$ cat src/common/twe_pkg.sv
// Shared constants and types of the two-wire EEPROM host controller.
package twe_pkg;

  // Local clock and bus timing.
  localparam int CLK_PERIOD_NS = 5;
  localparam int SCL_PERIOD_NS = 2500;
  localparam int QCNT_W        = 8;
  // A quarter of the bus clock period; the rounding makes the bus slower, never faster.
  localparam logic [QCNT_W-1:0] QUARTER_CYC =
    QCNT_W'((SCL_PERIOD_NS + 4 * CLK_PERIOD_NS - 1) / (4 * CLK_PERIOD_NS));

  // Longest self-timed write period of the device, used as the polling limit.
  localparam int SELF_TIMED_WRITE_PERIOD_MS = 5;
  localparam int SELF_TIMED_WRITE_CYC =
    (SELF_TIMED_WRITE_PERIOD_MS * 1000000) / CLK_PERIOD_NS;

  // Select word layout and bit counting.
  localparam logic [3:0] DEV_TYPE_DEFAULT = 4'h5; // Arbitrary value, set per system.
  localparam logic       RW_READ          = 1'b1;
  localparam logic       RW_WRITE         = 1'b0;
  localparam logic [3:0] ACK_BIT          = 4'h8;
  localparam logic [3:0] LAST_DATA_BIT    = 4'h7;
  localparam logic [3:0] RECOVER_LAST_CLK = 4'h8;

  // Phases of one bus primitive.
  localparam logic [1:0] PH_SETUP = 2'h0;
  localparam logic [1:0] PH_RISE  = 2'h1;
  localparam logic [1:0] PH_HIGH  = 2'h2;
  localparam logic [1:0] PH_FALL  = 2'h3;

  typedef enum logic [1:0] {
    TWE_OP_WRITE,
    TWE_OP_READ_CUR,
    TWE_OP_READ_RAND,
    TWE_OP_RECOVER
  } twe_op_e;

  typedef struct packed {
    twe_op_e    op;
    logic       select_pin_high;
    logic       select_pin_low;
    logic [8:0] addr;
    logic [3:0] len_m1;
  } twe_cmd_s;

endpackage

$ cat src/design/twe_host.sv
// Bus master that drives a two-wire serial EEPROM through its clock, data and protect pins.
//
// Contract
// - Data line changes only while clock is low, except start and stop.
// - Data falling with clock high is a start; one precedes every command.
// - Data rising with clock high is a stop; after reads device idles.
// - Recovery: start, nine clocks, start, stop; then device is ready.
// - Every start is followed by a select word with fixed type nibble; recovery follows its first start with nine clocks, its second with a stop.
// - Byte write: select, word address, one data byte, stop.
// - Page write sends up to fifteen more bytes, then a stop.
// - Poll with start and select until the device acknowledges.
// - Current read: one byte out, master withholds ack, then stop.
// - Random read: dummy write of address, repeated start, read select.
// - Sequential read: master acknowledges each byte to get the next.
// - Sequential read ends with withheld ack and a stop.
`timescale 1ns/1ps

module twe_host #(
  parameter int         TWR_CYC  = twe_pkg::SELF_TIMED_WRITE_CYC,
  parameter logic [3:0] DEV_TYPE = twe_pkg::DEV_TYPE_DEFAULT
) (
  input  wire logic             mclk,
  input  wire logic             nrst,
  input  wire logic             cmd_valid,
  output logic                  cmd_ready,
  input  wire twe_pkg::twe_cmd_s cmd,
  input  wire logic             wr_valid,
  output logic                  wr_ready,
  input  wire logic [7:0]       wr_data,
  output logic                  rd_valid,
  output logic [7:0]            rd_data,
  output logic                  done,
  output logic                  err,
  input  wire logic             wp_req,
  output logic                  wp_pin,
  output logic                  scl,
  input  wire logic             sda_i,
  output logic                  sda_o,
  output logic                  sda_oe
);

  localparam int TW = $clog2(TWR_CYC + 1);

  typedef enum logic [3:0] {
    ST_IDLE, ST_START, ST_SEL, ST_ADDR, ST_WGET, ST_WDATA, ST_RSTART, ST_RSEL,
    ST_RDATA, ST_STOP, ST_PSTART, ST_PSEL, ST_PSTOP, ST_XCLK, ST_FINISH
  } twe_state_e;

  twe_state_e        state_q,  state_d;
  logic [1:0]        phase_q,  phase_d;
  logic [twe_pkg::QCNT_W-1:0] qcnt_q, qcnt_d;
  logic [3:0]        bit_q,    bit_d;
  logic [7:0]        shift_q,  shift_d;
  logic [3:0]        left_q,   left_d;
  twe_pkg::twe_cmd_s cmd_q,    cmd_d;
  logic              ack_q,    ack_d;
  logic              err_q,    err_d;
  logic [TW-1:0]     timer_q,  timer_d;
  logic              scl_q,    scl_d;
  logic              oe_q,     oe_d;
  logic [7:0]        rdat_q,   rdat_d;
  logic              rval_q,   rval_d;
  logic              done_q,   done_d;
  logic              wp_q,     wp_d;
  logic              sda_meta_q;
  logic              sda_s_q;

  logic tick;
  logic prim_done;
  logic is_start;
  logic is_stop;
  logic is_tx;
  logic drive_low;

  function automatic logic [7:0] sel_byte(input twe_pkg::twe_cmd_s c, input logic rw);
    // Type nibble, the two select pins, the page bit, then direction.
    sel_byte = {DEV_TYPE, c.select_pin_high, c.select_pin_low, c.addr[8], rw};
  endfunction

  assign cmd_ready = (state_q == ST_IDLE);
  assign wr_ready  = (state_q == ST_WGET);
  assign rd_valid  = rval_q;
  assign rd_data   = rdat_q;
  assign done      = done_q;
  assign err       = err_q;
  assign wp_pin    = wp_q;
  assign scl       = scl_q;
  assign sda_o     = 1'b0;
  assign sda_oe    = oe_q;

  always_comb begin
    tick      = (qcnt_q == twe_pkg::QUARTER_CYC - twe_pkg::QCNT_W'(1));
    prim_done = tick && (phase_q == twe_pkg::PH_FALL);
    is_start  = (state_q == ST_START) || (state_q == ST_RSTART) || (state_q == ST_PSTART);
    is_stop   = (state_q == ST_STOP) || (state_q == ST_PSTOP);
    is_tx     = (state_q == ST_SEL) || (state_q == ST_ADDR) || (state_q == ST_WDATA) ||
                (state_q == ST_RSEL) || (state_q == ST_PSEL);
    drive_low = 1'b0;
    if (is_tx) begin
      // Data bits go out MSB first; the ninth clock leaves the line to the device.
      drive_low = (bit_q == twe_pkg::ACK_BIT) ? 1'b0 : ~shift_q[7];
    end else if (state_q == ST_RDATA) begin
      // Acknowledge every byte but the last so the device keeps sending.
      drive_low = (bit_q == twe_pkg::ACK_BIT) && (left_q != 4'h0);
    end
  end

  always_comb begin
    state_d = state_q;
    phase_d = phase_q;
    qcnt_d  = qcnt_q;
    bit_d   = bit_q;
    shift_d = shift_q;
    left_d  = left_q;
    cmd_d   = cmd_q;
    ack_d   = ack_q;
    err_d   = err_q;
    timer_d = (timer_q != '0) ? timer_q - TW'(1) : timer_q;
    rdat_d  = rdat_q;
    rval_d  = 1'b0;
    done_d  = 1'b0;
    wp_d    = wp_req;
    scl_d   = 1'b1;
    oe_d    = 1'b0;

    // Line levels: the clock is high in the middle two phases of a start or data primitive, and in the last three of a stop.
    if (is_start) begin
      scl_d = (phase_q == twe_pkg::PH_RISE) || (phase_q == twe_pkg::PH_HIGH);
      oe_d  = (phase_q == twe_pkg::PH_HIGH) || (phase_q == twe_pkg::PH_FALL);
    end else if (is_stop) begin
      scl_d = (phase_q != twe_pkg::PH_SETUP);
      oe_d  = (phase_q == twe_pkg::PH_SETUP) || (phase_q == twe_pkg::PH_RISE);
    end else if (state_q == ST_WGET) begin
      scl_d = 1'b0;
    end else if (state_q != ST_IDLE && state_q != ST_FINISH) begin
      // Data is set up in the low phase and held across the high phases.
      scl_d = (phase_q == twe_pkg::PH_RISE) || (phase_q == twe_pkg::PH_HIGH);
      oe_d  = drive_low;
    end

    if (state_q != ST_IDLE && state_q != ST_WGET && state_q != ST_FINISH) begin
      qcnt_d = tick ? '0 : qcnt_q + twe_pkg::QCNT_W'(1);
      if (tick) begin
        phase_d = phase_q + 2'h1;
      end
    end

    // Sample at the end of the high time, just before the clock falls, long after the synchroniser settles.
    if (tick && phase_q == twe_pkg::PH_HIGH && !is_start && !is_stop) begin
      if (bit_q == twe_pkg::ACK_BIT) begin
        ack_d = ~sda_s_q;
      end else if (state_q == ST_RDATA) begin
        shift_d = {shift_q[6:0], sda_s_q};
      end
    end

    unique case (state_q)
      ST_IDLE: begin
        if (cmd_valid) begin
          cmd_d   = cmd;
          left_d  = cmd.len_m1;
          err_d   = 1'b0;
          phase_d = twe_pkg::PH_SETUP;
          qcnt_d  = '0;
          bit_d   = 4'h0;
          state_d = ST_START;
        end
      end
      ST_START: begin
        if (prim_done) begin
          bit_d = 4'h0;
          if (cmd_q.op == twe_pkg::TWE_OP_RECOVER) begin
            state_d = ST_XCLK;
          end else begin
            // A current read goes straight to the read select word.
            shift_d = sel_byte(cmd_q, (cmd_q.op == twe_pkg::TWE_OP_READ_CUR) ?
                               twe_pkg::RW_READ : twe_pkg::RW_WRITE);
            state_d = ST_SEL;
          end
        end
      end
      ST_RSTART: begin
        if (prim_done) begin
          bit_d   = 4'h0;
          shift_d = sel_byte(cmd_q, twe_pkg::RW_READ);
          state_d = (cmd_q.op == twe_pkg::TWE_OP_RECOVER) ? ST_STOP : ST_RSEL;
        end
      end
      ST_PSTART: begin
        if (prim_done) begin
          bit_d   = 4'h0;
          shift_d = sel_byte(cmd_q, twe_pkg::RW_WRITE);
          state_d = ST_PSEL;
        end
      end
      ST_WGET: begin
        if (wr_valid) begin
          shift_d = wr_data;
          bit_d   = 4'h0;
          phase_d = twe_pkg::PH_SETUP;
          qcnt_d  = '0;
          state_d = ST_WDATA;
        end
      end
      ST_SEL, ST_ADDR, ST_WDATA, ST_RSEL, ST_PSEL, ST_RDATA, ST_XCLK: begin
        if (prim_done) begin
          if (bit_q != twe_pkg::ACK_BIT) begin
            bit_d = bit_q + 4'h1;
            if (is_tx) begin
              shift_d = {shift_q[6:0], 1'b0};
            end
            if (state_q == ST_RDATA && bit_q == twe_pkg::LAST_DATA_BIT) begin
              rdat_d = shift_q;
              rval_d = 1'b1;
            end
          end else begin
            bit_d = 4'h0;
            unique case (state_q)
              ST_SEL: begin
                if (!ack_q) begin
                  err_d   = 1'b1;
                  state_d = ST_STOP;
                end else if (cmd_q.op == twe_pkg::TWE_OP_READ_CUR) begin
                  state_d = ST_RDATA;
                end else begin
                  shift_d = cmd_q.addr[7:0];
                  state_d = ST_ADDR;
                end
              end
              ST_ADDR: begin
                if (!ack_q) begin
                  err_d   = 1'b1;
                  state_d = ST_STOP;
                end else begin
                  // Random reads only load the address, then turn around.
                  state_d = (cmd_q.op == twe_pkg::TWE_OP_READ_RAND) ? ST_RSTART : ST_WGET;
                end
              end
              ST_WDATA: begin
                if (!ack_q) begin
                  err_d   = 1'b1;
                  state_d = ST_STOP;
                end else if (left_q == 4'h0) begin
                  state_d = ST_STOP;
                end else begin
                  // At most sixteen bytes per command, so the page never wraps onto itself.
                  left_d  = left_q - 4'h1;
                  state_d = ST_WGET;
                end
              end
              ST_RSEL: begin
                if (!ack_q) begin
                  err_d   = 1'b1;
                  state_d = ST_STOP;
                end else begin
                  state_d = ST_RDATA;
                end
              end
              ST_PSEL: begin
                state_d = ST_PSTOP;
              end
              ST_RDATA: begin
                if (left_q == 4'h0) begin
                  state_d = ST_STOP;
                end else begin
                  left_d = left_q - 4'h1;
                end
              end
              ST_XCLK: begin
                state_d = ST_RSTART;
              end
              default: begin
                state_d = ST_STOP;
              end
            endcase
          end
          if (state_q == ST_XCLK && bit_q == twe_pkg::RECOVER_LAST_CLK) begin
            bit_d = 4'h0;
          end
        end
      end
      ST_STOP: begin
        if (prim_done) begin
          if (cmd_q.op == twe_pkg::TWE_OP_WRITE && !err_q) begin
            timer_d = TW'(TWR_CYC);
            state_d = ST_PSTART;
          end else begin
            state_d = ST_FINISH;
          end
        end
      end
      ST_PSTOP: begin
        if (prim_done) begin
          if (ack_q) begin
            state_d = ST_FINISH;
          end else if (timer_q == '0) begin
            err_d   = 1'b1;
            state_d = ST_FINISH;
          end else begin
            state_d = ST_PSTART;
          end
        end
      end
      ST_FINISH: begin
        done_d  = 1'b1;
        state_d = ST_IDLE;
      end
    endcase
  end

  always_ff @(posedge mclk) begin
    if (!nrst) begin
      state_q    <= ST_IDLE;
      phase_q    <= twe_pkg::PH_SETUP;
      qcnt_q     <= '0;
      bit_q      <= 4'h0;
      shift_q    <= 8'h00;
      left_q     <= 4'h0;
      cmd_q      <= '0;
      ack_q      <= 1'b0;
      err_q      <= 1'b0;
      timer_q    <= '0;
      scl_q      <= 1'b1;
      oe_q       <= 1'b0;
      rdat_q     <= 8'h00;
      rval_q     <= 1'b0;
      done_q     <= 1'b0;
      wp_q       <= 1'b0;
      sda_meta_q <= 1'b1;
      sda_s_q    <= 1'b1;
    end else begin
      state_q    <= state_d;
      phase_q    <= phase_d;
      qcnt_q     <= qcnt_d;
      bit_q      <= bit_d;
      shift_q    <= shift_d;
      left_q     <= left_d;
      cmd_q      <= cmd_d;
      ack_q      <= ack_d;
      err_q      <= err_d;
      timer_q    <= timer_d;
      scl_q      <= scl_d;
      oe_q       <= oe_d;
      rdat_q     <= rdat_d;
      rval_q     <= rval_d;
      done_q     <= done_d;
      wp_q       <= wp_d;
      sda_meta_q <= sda_i;
      sda_s_q    <= sda_meta_q;
    end
  end

endmodule

$ cat config.mk
export PLATFORM = sky130hd
export DESIGN_NAME = twe_host
export DESIGN_NICKNAME = d
export VERILOG_FILES = /design/src/common/twe_pkg.sv /design/src/design/twe_host.sv
export SDC_FILE = /design/constraint.sdc
export NUM_CORES = 1
export LEC_CHECK = 0
export CAP_MARGIN = 20
export CORE_MARGIN = 2
export CORE_UTILIZATION = 40
export CTS_BUF_LIST = sky130_fd_sc_hd__clkbuf_16
export DETAILED_ROUTE_END_ITERATION = 10
export DONT_BUFFER_PORTS = 1
export GPL_ROUTABILITY_DRIVEN = 1
export HOLD_SLACK_MARGIN = 0.02
export PLACE_DENSITY = 0.66
export REMOVE_ABC_BUFFERS = 1
export SLEW_MARGIN = 40
export SYNTH_ARGS = -nofsm -noshare
export SYNTH_HDL_FRONTEND = slang
export SYNTH_SLANG_ARGS = --single-unit
$ cat constraint.sdc
create_clock -name mclk -period 2.8 [get_ports mclk]
set_input_delay 0.28 -clock mclk [delete_from_list [all_inputs] [get_ports mclk]]
set_output_delay 0.28 -clock mclk [all_outputs]
set_load 0.005 [all_outputs]
==> impl_metrics.yaml, run 1 <==
place:
  hpwl_mm: 10.07
  globalplace.congestion: 0.9586
  port_buffers: 0
outcome:
  status: "finished, final reports clean"
pwr:
  ir_drop_mv: 0.5087
  cellPowerDensity_nw_per_um2: 1096
  finalPower_mw: 5.984
  p_leak_nw: 2.004
global_route:
  grt_max_degree: 33
  grt_first_pass_wirelength_mm: 23.05
  antenna_found_initial: 0
  grt_remaining_overflow: 0
  grt_pass1_vias: 4463
  grt_usage_pct: 22.38
hold_path:
  min_path_type: "in2reg"
synth:
  yosysUniqueCellTypes: 81
  syn_area_um2: 4900
  avgSynthCellArea_um2: 7.954
  ys_seq_elements: 80
  synth_top_cell_by_area: "dfxtp_1"
  synth_area_leaders: "dfxtp_1, a21oi_1, nand2_1, mux2i_1, nor2_1"
  synth.top_cells.by_count: "dfxtp_1, nand2_1, a21oi_1"
  yosysMostFrequentCell: "dfxtp_1"
  ys_warn_count: 0
  synth-main-ff-cell: "dfxtp_1"
  synth_edf_count: 0
  async_reset_ff_share_pct: 0
  synth_top_area_share_pct: 32.69
  netlist_instances: 616
  seq_area_frac_synth_pct: 32.69
route:
  vias_per_cell: 6.078
  drt-total-wl_mm: 14.02
  drc: 0
  firstDrtPassIters: 5
  wl_per_cell_um: 18.14
  antenna_left: 0
  via_count: 4698
  drt-initial-drc-count: 407
sta:
  finClkSkew_ns: 0.005746
  maxSlewViolCount: 0
  rsz0062_at_grt: "no"
  max_freq_mhz: 387.0
  maxSlewHeadroom_pct: 49.04
  setup_tns_ns: 0
  setup_viol: 0
  worstMarginPinSlew_ns: 0.7538
  period_share_pct: 92.28
  finalCriticalPeriod_ns: 2.584
  finalHoldViolCount: 0
  holdWs_ns: 0.03647
clock_network:
  cts_max_path_buffers: 2
  cts-root-buf: "clkbuf_16"
  post_cts_buffers: 0
  path_clk_slew_ns: 0.06
  clock_latency_ns: 0.35
  cts_sinks: 80
  numCtsBuffers: 9
  htreeDepth: 3
  cts_tree: "built"
setup_path:
  cp_max_fo: 15
  cp_top_family: "compound AO/OA/AOI/OAI gates"
  required_ns: 3.04
  crit_path_end_kind: "flip-flop"
  critPathLaunchType: "flip-flop"
  critPathArrivalTime_ns: 2.82
  critical_path.cell_chain: "buf_4 -> nor2_1 -> nand2_1 -> inv_1 -> and3_1 -> a2111oi_0 -> nand2_1 -> o211a_1"
  path_class: "reg2reg"
  crit_slowest_cell: "dfxtp_1"
  cp_common_cell: "nand2_1"
  reg2reg_slack_ns: 0.22
  slowest_delay_ns: 0.65
  worst-path-buf-inv: 2
cells_and_area:
  seq_area_um2: 1603
  antenna-diode-count: 0
  drive_above_1_share_pct: 11.02
  final_nets: 662
  syn_to_final_growth_pct: 11.47
  multi_input_area_um2: 3074
  fillers: 1187
floorplan:
  io_pins: 48
  die_h_um: 114.7
  die_w_um: 114.7
  die_area_um2: 13150
  num_rows: 40
  initial_core_util_pct: 40.96
  fp.coreArea_um2: 11960
flow_run:
  cap_viol_max_count: 0
## repair_timing
| item | in CTS | in global routing |
|---|---|---|
| hold buffers | 1 | 0 |
| setup endpoints to repair | 0 | 1 |
| resized for setup | 0 | 1 |
| endpoints found under the hold margin | 2 | 0 |
## sequential cells by signal (all words and copies together), names as in the netlist, 2 cells and up
name and flops:
timer_q 20, cmd_q 13, qcnt_q 8, rd_data 8, shift_q 8, bit_q 4, left_q 4, state_q 4
phase_q 2
## worst reg2reg max path: stages, from the launching register on
cell,delay [ns]
dfxtp_1,0.65
buf_4,0.27
nor2_1,0.10
nand2_1,0.18
inv_1,0.14
and3_1,0.21
a2111oi_0,0.59
nand2_1,0.11
o211a_1,0.22
## power breakdown
part,switching (mW),internal (mW)
combinational,1.78,1.29
sequential,0.339,1.41
clock,0.486,0.682
## cell type report
class	count	share of cell area (%)
Clock buffer	9	4.124
Clock inverter	7	1.168
Inverter	19	1.306
Multi-Input combinational cell	481	56.29
Sequential cell	80	29.35
Tap cell	147	3.368
Timing Repair Buffer	30	4.399
## per-stage QoR
stage | instances | instance area (um2) | setup WS, ns | util (%)
floorplan | 580 | 4747 | 0.2122 | -
global placement | 756 | 5161 | 0.3398 | 43.15
detailed placement | 756 | 5161 | 0.3004 | 43.15
CTS | 773 | 5460 | 0.2792 | 45.65
global route | 773 | 5461 | 0.03725 | 45.66
finish | 773 | 5461 | 0.2160 | 45.66
## worst paths after layout
path | from | endpoint | depth (start not counted)
max reg2reg | state_q[1]$_SDFFE_PN0P_ | shift_q[6]$_SDFF_PN0_ | 8
min reg2reg | sda_meta_q$_SDFF_PN1_ | sda_s_q$_SDFF_PN1_ | 1
min | sda_i | sda_meta_q$_SDFF_PN1_ | 1
max | state_q[1]$_SDFFE_PN0P_ | shift_q[6]$_SDFF_PN0_ | 8
## cells by family (layout without fill, tap and decap cells)
family,count (synthesis),after routing,share of synthesized area [%]
compound gates,170,170,23.37
xor+xnor,23,23,4.111
fa+ha+maj,10,10,2.554
buf+inv,55,65,4.571
flops,80,80,32.69
mux,27,27,5.592
other cells,1,1,0.07654
simple gates,250,250,27.04
## per-layer routing
metal | up-vias | routed length [um] | track usage [%]
met3 | 31 | 1026 | 5.876
met2 | 181 | 6106 | 33.21
met5 | - | 0 | 0
met1 | 2231 | 6537 | 30.91
li1 | 2255 | - | -
met4 | 0 | 353 | 8.699
## placed cells by master (no fill, tap or decap), types with 4 or more instances in the layout
| cell type | count |
|---|---|
| nor2_1 | 49 |
| and2_1 | 8 |
| o31ai_1 | 4 |
| a31oi_1 | 6 |
| xor2_1 | 10 |
| o21ai_0 | 35 |
| a32oi_1 | 4 |
| dfxtp_1 | 79 |
| or3_1 | 6 |
| nor2b_1 | 18 |
| buf_4 | 28 |
| o21a_1 | 5 |
| xnor2_1 | 13 |
| nor3b_1 | 4 |
| inv_1 | 18 |
| nand2_1 | 69 |
| a21boi_0 | 8 |
| nand3_1 | 17 |
| o211a_1 | 5 |
| o211ai_1 | 4 |
| nand3b_1 | 5 |
| o221ai_1 | 5 |
| a21oi_1 | 52 |
| clkbuf_16 | 9 |
| a211oi_1 | 5 |
| o22ai_1 | 4 |
| nand2b_1 | 7 |
| nand4_1 | 6 |
| nor3_1 | 17 |
| mux2i_1 | 24 |
| and3_1 | 5 |
| nor4_1 | 8 |
| ha_1 | 10 |
| or2_2 | 5 |
(Power assumes the default switching activity.)
==> run 2, diff against run 1 <==
--- a/config.mk
+++ b/config.mk
@@ -6,14 +6,16 @@
 export NUM_CORES = 1
 export LEC_CHECK = 0
 export CAP_MARGIN = 20
+export CELL_PAD_IN_SITES_DETAIL_PLACEMENT = 1
+export CELL_PAD_IN_SITES_GLOBAL_PLACEMENT = 2
 export CORE_MARGIN = 2
-export CORE_UTILIZATION = 40
-export CTS_BUF_LIST = sky130_fd_sc_hd__clkbuf_16
+export CORE_UTILIZATION = 38
+export CTS_BUF_LIST = sky130_fd_sc_hd__clkbuf_4 sky130_fd_sc_hd__clkbuf_8 sky130_fd_sc_hd__clkbuf_16
 export DETAILED_ROUTE_END_ITERATION = 10
 export DONT_BUFFER_PORTS = 1
 export GPL_ROUTABILITY_DRIVEN = 1
 export HOLD_SLACK_MARGIN = 0.02
-export PLACE_DENSITY = 0.66
+export PLACE_DENSITY = 0.92
 export REMOVE_ABC_BUFFERS = 1
 export SLEW_MARGIN = 40
 export SYNTH_ARGS = -nofsm -noshare
==> run 2 against run 1 <==
Design area increased by 1.9%. Critical path type unchanged. First-iteration DRC count decreased by 13%. Routed wire length increased by 13%. Critical endpoint is now shift_q[1]$_SDFF_PN0_. Hold slack got worse by 0.0052 ns. Non-clock buffer count increased by 5. Sequential share of layout area decreased by 0.55 points.
==> impl_metrics.yaml, run 2 (same netlist as run 1, synthesis figures left out) <==
pwr:
  share_comb_of_total_power_pct: 51.9
  finalPower_mw: 6.240
  ir_drop_mv: 0.4585
  clkPwrFrac_pct: 20.1
  p_leak_nw: 2.039
  switching_share_pct: 44.11
  seq_power_share_pct: 28.0
  cellPowerDensity_nw_per_um2: 1121
  internal_power_mw: 3.488
  p_sw_mw: 2.753
outcome:
  status: "finished, final reports clean"
route:
  antenna_left: 0
  drt-total-wl_mm: 15.83
  via_count: 4790
  vias_per_cell: 5.965
  drc: 0
  drt-initial-drc-count: 353
  firstDrtPassIters: 4
  wl_per_cell_um: 19.71
floorplan:
  fp.coreArea_um2: 12620
  num_rows: 41
  die_w_um: 117.6
  die_h_um: 117.6
  io_pins: 48
  die_area_um2: 13820
  initial_core_util_pct: 38.83
cells_and_area:
  largest_reg_flops: 20
  regMostFlops: "timer_q"
  antenna-diode-count: 0
  final_cell_mix: "dfxtp_1, nand2_1, a21oi_1"
  drive_above_1_share_pct: 12.20
  layout_commonest_cell: "dfxtp_1"
  top_regs: "timer_q: 20 flops, cmd_q: 13 flops"
  fillers: 1549
  final_cell_count_no_fill: 803
  syn_to_final_growth_pct: 13.59
  final_nets: 667
global_route:
  grtUsageMet2_pct: 38.34
  use_met3_pct: 6.008
  grt_first_pass_wirelength_mm: 26.10
  antenna_found_initial: 0
  grt_remaining_overflow: 0
  top_usage_layer: "met2"
  grt_max_degree: 33
  gr-usage-met1_pct: 29.43
  grt_pass1_vias: 4908
  grt_usage_pct: 23.60
setup_path:
  critPathLaunchType: "flip-flop"
  cp_max_fo: 21
  crit_slowest_cell: "or4_1"
  crit_path_end_kind: "flip-flop"
  critPathArrivalTime_ns: 2.82
  slowest_delay_ns: 0.50
  required_ns: 3.04
  path_class: "reg2reg"
  critical_path.cell_chain: "inv_1 -> ha_1 -> nand4b_1 -> or2_0 -> buf_12 -> or4_1 -> a21oi_1 -> a221oi_1 -> o311a_1"
clock_network:
  path_clk_slew_ns: 0.06
  numCtsBuffers: 9
  post_cts_buffers: 0
  clock_latency_ns: 0.35
  cts_tree: "built"
  htreeDepth: 3
  cts-root-buf: "clkbuf_16"
  cts_max_path_buffers: 2
  cts_sinks: 80
place:
  globalplace.congestion: 0.9264
  port_buffers: 0
  hpwl_mm: 11.71
  post-place-cells: 786
sta:
  maxSlewViolCount: 0
  worstMarginPinSlew_ns: 0.7472
  setup_tns_ns: 0
  maxSlewHeadroom_pct: 49.73
  period_share_pct: 92.05
  max_freq_mhz: 388.0
  finClkSkew_ns: 0.005835
  rsz0062_at_grt: "no"
  setup_viol: 0
  finalCriticalPeriod_ns: 2.578
  finalHoldViolCount: 0
flow_run:
  cap_viol_max_count: 0
hold_path:
  min_path_type: "in2reg"
-- run 2: changes by cell type in the layout (fill, tap and decap cells not counted) --
cell        delta
clkinv_4       -2
clkbuf_4       +1
buf_4          +4
clkinvlp_4     +1
inv_6          +1
buf_12         +1
inv_1          -1
clkinv_1       -2
clkbuf_8       +2
-- run 2: worst paths after layout --
| check | start | endpoint | slack, ns | cells after the start |
|---|---|---|---|---|
| setup / recovery | qcnt_q[0]$_SDFF_PN0_ | shift_q[1]$_SDFF_PN0_ | 0.22 | 9 |
| hold reg to reg | sda_meta_q$_SDFF_PN1_ | sda_s_q$_SDFF_PN1_ | 0.42 | 1 |
| hold / removal | sda_i | sda_meta_q$_SDFF_PN1_ | 0.03 | 1 |
| setup reg to reg | qcnt_q[0]$_SDFF_PN0_ | shift_q[1]$_SDFF_PN0_ | 0.22 | 9 |
-- run 2: layer usage --
layer / vias to the layer above / routed length [um]
met3: 32 / 853
met2: 117 / 7484
met4: 0 / 489
met1: 2396 / 7001
li1: 2245 / -
met5: - / 0
-- run 2: final cells by class --
cell class | instances | area, um2 | area share [%]
Clock buffer | 12 | 260.3 | 4.676
Clock inverter | 4 | 51.30 | 0.9218
Inverter | 19 | 71.32 | 1.281
Multi-Input combinational cell | 481 | 3074 | 55.24
Sequential cell | 80 | 1603 | 28.80
Tap cell | 172 | 215.2 | 3.867
Timing Repair Buffer | 35 | 290.3 | 5.216
-- run 2: critical path: cells and delay by family, from the launching register on --
family,cells,cell delay (ns)
adders and majority gates,1,0.20
DFF,1,0.33
buffers and inverters,2,0.33
and+or+nand+nor,3,1.05
AOI/OAI and AO/OA,3,0.55
-- run 2: through the flow --
stage          worst slack [ns]  util (%)  hold slack [ns]  cell area [um2]
6_report                 0.2225     44.10          0.03123             5565
5_1_grt                 0.02271     44.10          0.03274             5565
4_1_cts                  0.1474     44.09          0.02109             5564
3_5_place_dp             0.1619     41.54           0.3743             5243
3_3_place_gp             0.3469     41.54           0.3722             5243
2_1_floorplan            0.2122         -           0.3530             4747
-- run 2: power by group through the flow --
stage | Sequential (mW) | Combinational [mW] | Clock, mW
floorplan | 1.71 | 2.17 | 0
detailed placement | 1.76 | 3.20 | 0
global route | 1.79 | 3.57 | 1.32
finish | 1.75 | 3.24 | 1.25
CTS | 1.74 | 3.23 | 1.28
global placement | 1.74 | 3.05 | 0
-- run 2: timing repair --
item                                    in CTS  in global routing
hold endpoints to repair                     2                  0
hold buffers                                 1                  0
resized for setup                            0                  1
endpoints found under the setup margin       0                  1
==> run 3, diff against run 2 <==
--- a/config.mk
+++ b/config.mk
@@ -15,6 +15,7 @@
 export DONT_BUFFER_PORTS = 1
 export GPL_ROUTABILITY_DRIVEN = 1
 export HOLD_SLACK_MARGIN = 0.02
+export MAX_ROUTING_LAYER = met4
 export PLACE_DENSITY = 0.92
 export REMOVE_ABC_BUFFERS = 1
 export SLEW_MARGIN = 40
==> run 3 against run 2 <==
Core utilization is 0.14 points lower. Global-route usage rose by 0.43 points. Sequential share of layout area rose by 0.091 points. Register-to-register slack worse by 0.05 ns. Hold slack improved by 0.0024 ns. Setup slack got worse by 0.045 ns. Die area unchanged. Highest routed layer unchanged. Total power is 1.0% lower. Clock power shrank 5%. Clock skew up 0.0021 ns. Design area shrank 0.31%. First-iteration DRC count grew 7.4%. Largest power group unchanged.
==> impl_metrics.yaml, run 3 (same netlist as run 1, synthesis figures left out) <==
outcome:
  status: "finished, final reports clean"
floorplan:
  initial_core_util_pct: 38.83
  die_area_um2: 13820
  die_w_um: 117.6
  fp.coreArea_um2: 12620
  num_rows: 41
  die_h_um: 117.6
  io_pins: 48
cells_and_area:
  top_regs: "timer_q: 20 flops, cmd_q: 13 flops"
  seq_area_um2: 1603
  syn_to_final_growth_pct: 13.23
  layout_commonest_cell: "dfxtp_1"
  fillers: 1572
  largest_reg_flops: 20
  fin_util_pct: 43.96
  final_cell_mix: "dfxtp_1, nand2_1, a21oi_1"
  final_nets: 667
  final_cell_count_no_fill: 803
  multi_input_area_um2: 3075
  antenna-diode-count: 0
  fin_area_um2: 5548
  drive_above_1_share_pct: 12.20
  regMostFlops: "timer_q"
setup_path:
  path_class: "reg2reg"
  rr_worst_depth: 9
  crit_path_end_kind: "flip-flop"
  critPathLaunchType: "flip-flop"
  timing.rr.start: "qcnt_q[0]$_SDFF_PN0_"
  cp_max_fo: 21
  timing.rr.end: "shift_q[1]$_SDFF_PN0_"
  required_ns: 3.04
  reg2reg_slack_ns: 0.18
  critPathArrivalTime_ns: 2.86
global_route:
  grt_remaining_overflow: 0
  grt_max_degree: 33
  antenna_found_initial: 0
  grt_pass1_vias: 4888
  grt_first_pass_wirelength_mm: 25.96
  grt_usage_pct: 24.03
clock_network:
  cts-root-buf: "clkbuf_16"
  htreeDepth: 3
  clock_latency_ns: 0.36
  path_clk_slew_ns: 0.06
  numCtsBuffers: 9
  cts_max_path_buffers: 2
  cts_sinks: 80
  cts_tree: "built"
sta:
  maxSlewHeadroom_pct: 51.93
  finalCriticalPeriod_ns: 2.623
  worstMarginPinSlew_ns: 0.7145
  finalHoldViolCount: 0
  period_share_pct: 93.67
  finClkSkew_ns: 0.007972
  rsz0062_at_grt: "no"
  setup_viol: 0
  maxSlewViolCount: 0
  max_freq_mhz: 381.3
  setup_tns_ns: 0
route:
  drt-initial-drc-count: 379
  vias_per_cell: 5.849
  wl_per_cell_um: 19.70
  drt-total-wl_mm: 15.82
  via_count: 4697
  antenna_left: 0
  drc: 0
  firstDrtPassIters: 5
place:
  place_area_um2: 5243
  hpwl_mm: 11.59
  post-place-cells: 786
  globalplace.congestion: 0.9438
  port_buffers: 0
pwr:
  switching_share_pct: 44.42
  ir_drop_mv: 0.5893
  p_leak_nw: 2.028
  finalPower_mw: 6.175
  clkPwrFrac_pct: 19.2
  p_sw_mw: 2.743
  seq_power_share_pct: 28.5
  cellPowerDensity_nw_per_um2: 1113
  internal_power_mw: 3.433
  share_comb_of_total_power_pct: 52.3
hold_path:
  min_to: "sda_meta_q$_SDFF_PN1_"
  min_path_type: "in2reg"
  whs_path_depth: 1
  hold_path.startpoint: "sda_i"
flow_run:
  cap_viol_max_count: 0
-- run 3: changes by cell type in the layout (fill, tap and decap cells not counted) --
cell        before  now
a2111oi_0        3    2
clkinv_2         1    3
clkbuf_8         2    0
clkinvlp_4       1    2
inv_6            1    0
a2111oi_1        0    1
-- run 3: worst max-delay path: stages, from the launching register on --
cell,delay (ns)
dfxtp_1,0.34
inv_1,0.11
ha_1,0.21
nand4b_1,0.16
or2_0,0.38
buf_12,0.23
or4_1,0.50
a21oi_1,0.18
a221oi_1,0.08
o311a_1,0.31
-- run 3: what timing repair did --
item | in CTS | in global routing
setup endpoints to repair | 0 | 1
hold buffers | 1 | 0
hold endpoints to repair | 2 | 0
buffers inserted | 0 | 0
gates resized for setup | 0 | 2
-- run 3: routing by layer --
metal	vias to the layer above	share of wire (%)	wire [um]	GRT usage, %
li1	2252	-	-	-
met1	2291	44	6958	28.75
met2	127	49	7717	39.91
met3	27	5.2	821	6.347
met4	0	2.0	322	6.852
met5	-	0	0	-
-- run 3: worst max-delay path by stage --
stage	cells past startpoint	slack [ns]	endpoint	startpoint
finish	9	0.18	shift_q[1]$_SDFF_PN0_	qcnt_q[0]$_SDFF_PN0_
global route	6	0.06	shift_q[4]$_SDFF_PN0_	state_q[2]$_SDFFE_PN0P_
CTS	6	0.15	shift_q[4]$_SDFF_PN0_	state_q[0]$_SDFFE_PN0P_
detailed placement	6	0.20	shift_q[4]$_SDFF_PN0_	state_q[0]$_SDFFE_PN0P_
global placement	9	0.31	shift_q[1]$_SDFF_PN0_	qcnt_q[0]$_SDFF_PN0_
floorplan	6	0.21	state_q[0]$_SDFFE_PN0P_	state_q[2]$_SDFFE_PN0P_
-- run 3: per-stage QoR --
stage / setup slack (ns) / hold WS [ns]
after floorplan: 0.2122 / 0.3530
after global routing: 0.05831 / 0.02376
after global placement: 0.3123 / 0.3680
final: 0.1774 / 0.03362
after detailed placement: 0.1995 / 0.3698
after CTS: 0.1516 / 0.02883
-- run 3: power groups by stage --
| stage | Sequential (mW) | Clock (mW) | Combinational (mW) |
|---|---|---|---|
| floorplan | 1.71 | 0 | 2.17 |
| global route | 1.80 | 1.26 | 3.59 |
| global placement | 1.74 | 0 | 3.05 |
| CTS | 1.75 | 1.21 | 3.21 |
| detailed placement | 1.77 | 0 | 3.17 |
| finish | 1.76 | 1.19 | 3.23 |
-- run 3: cell type report --
class	instances	share of cell area [%]
multi-input cells	481	55.44
flip-flops and latches	80	28.89
repair buffers	35	5.232
clock buffers	10	4.195
well taps	172	3.879
inverters	19	1.286
clock inverters	6	1.083
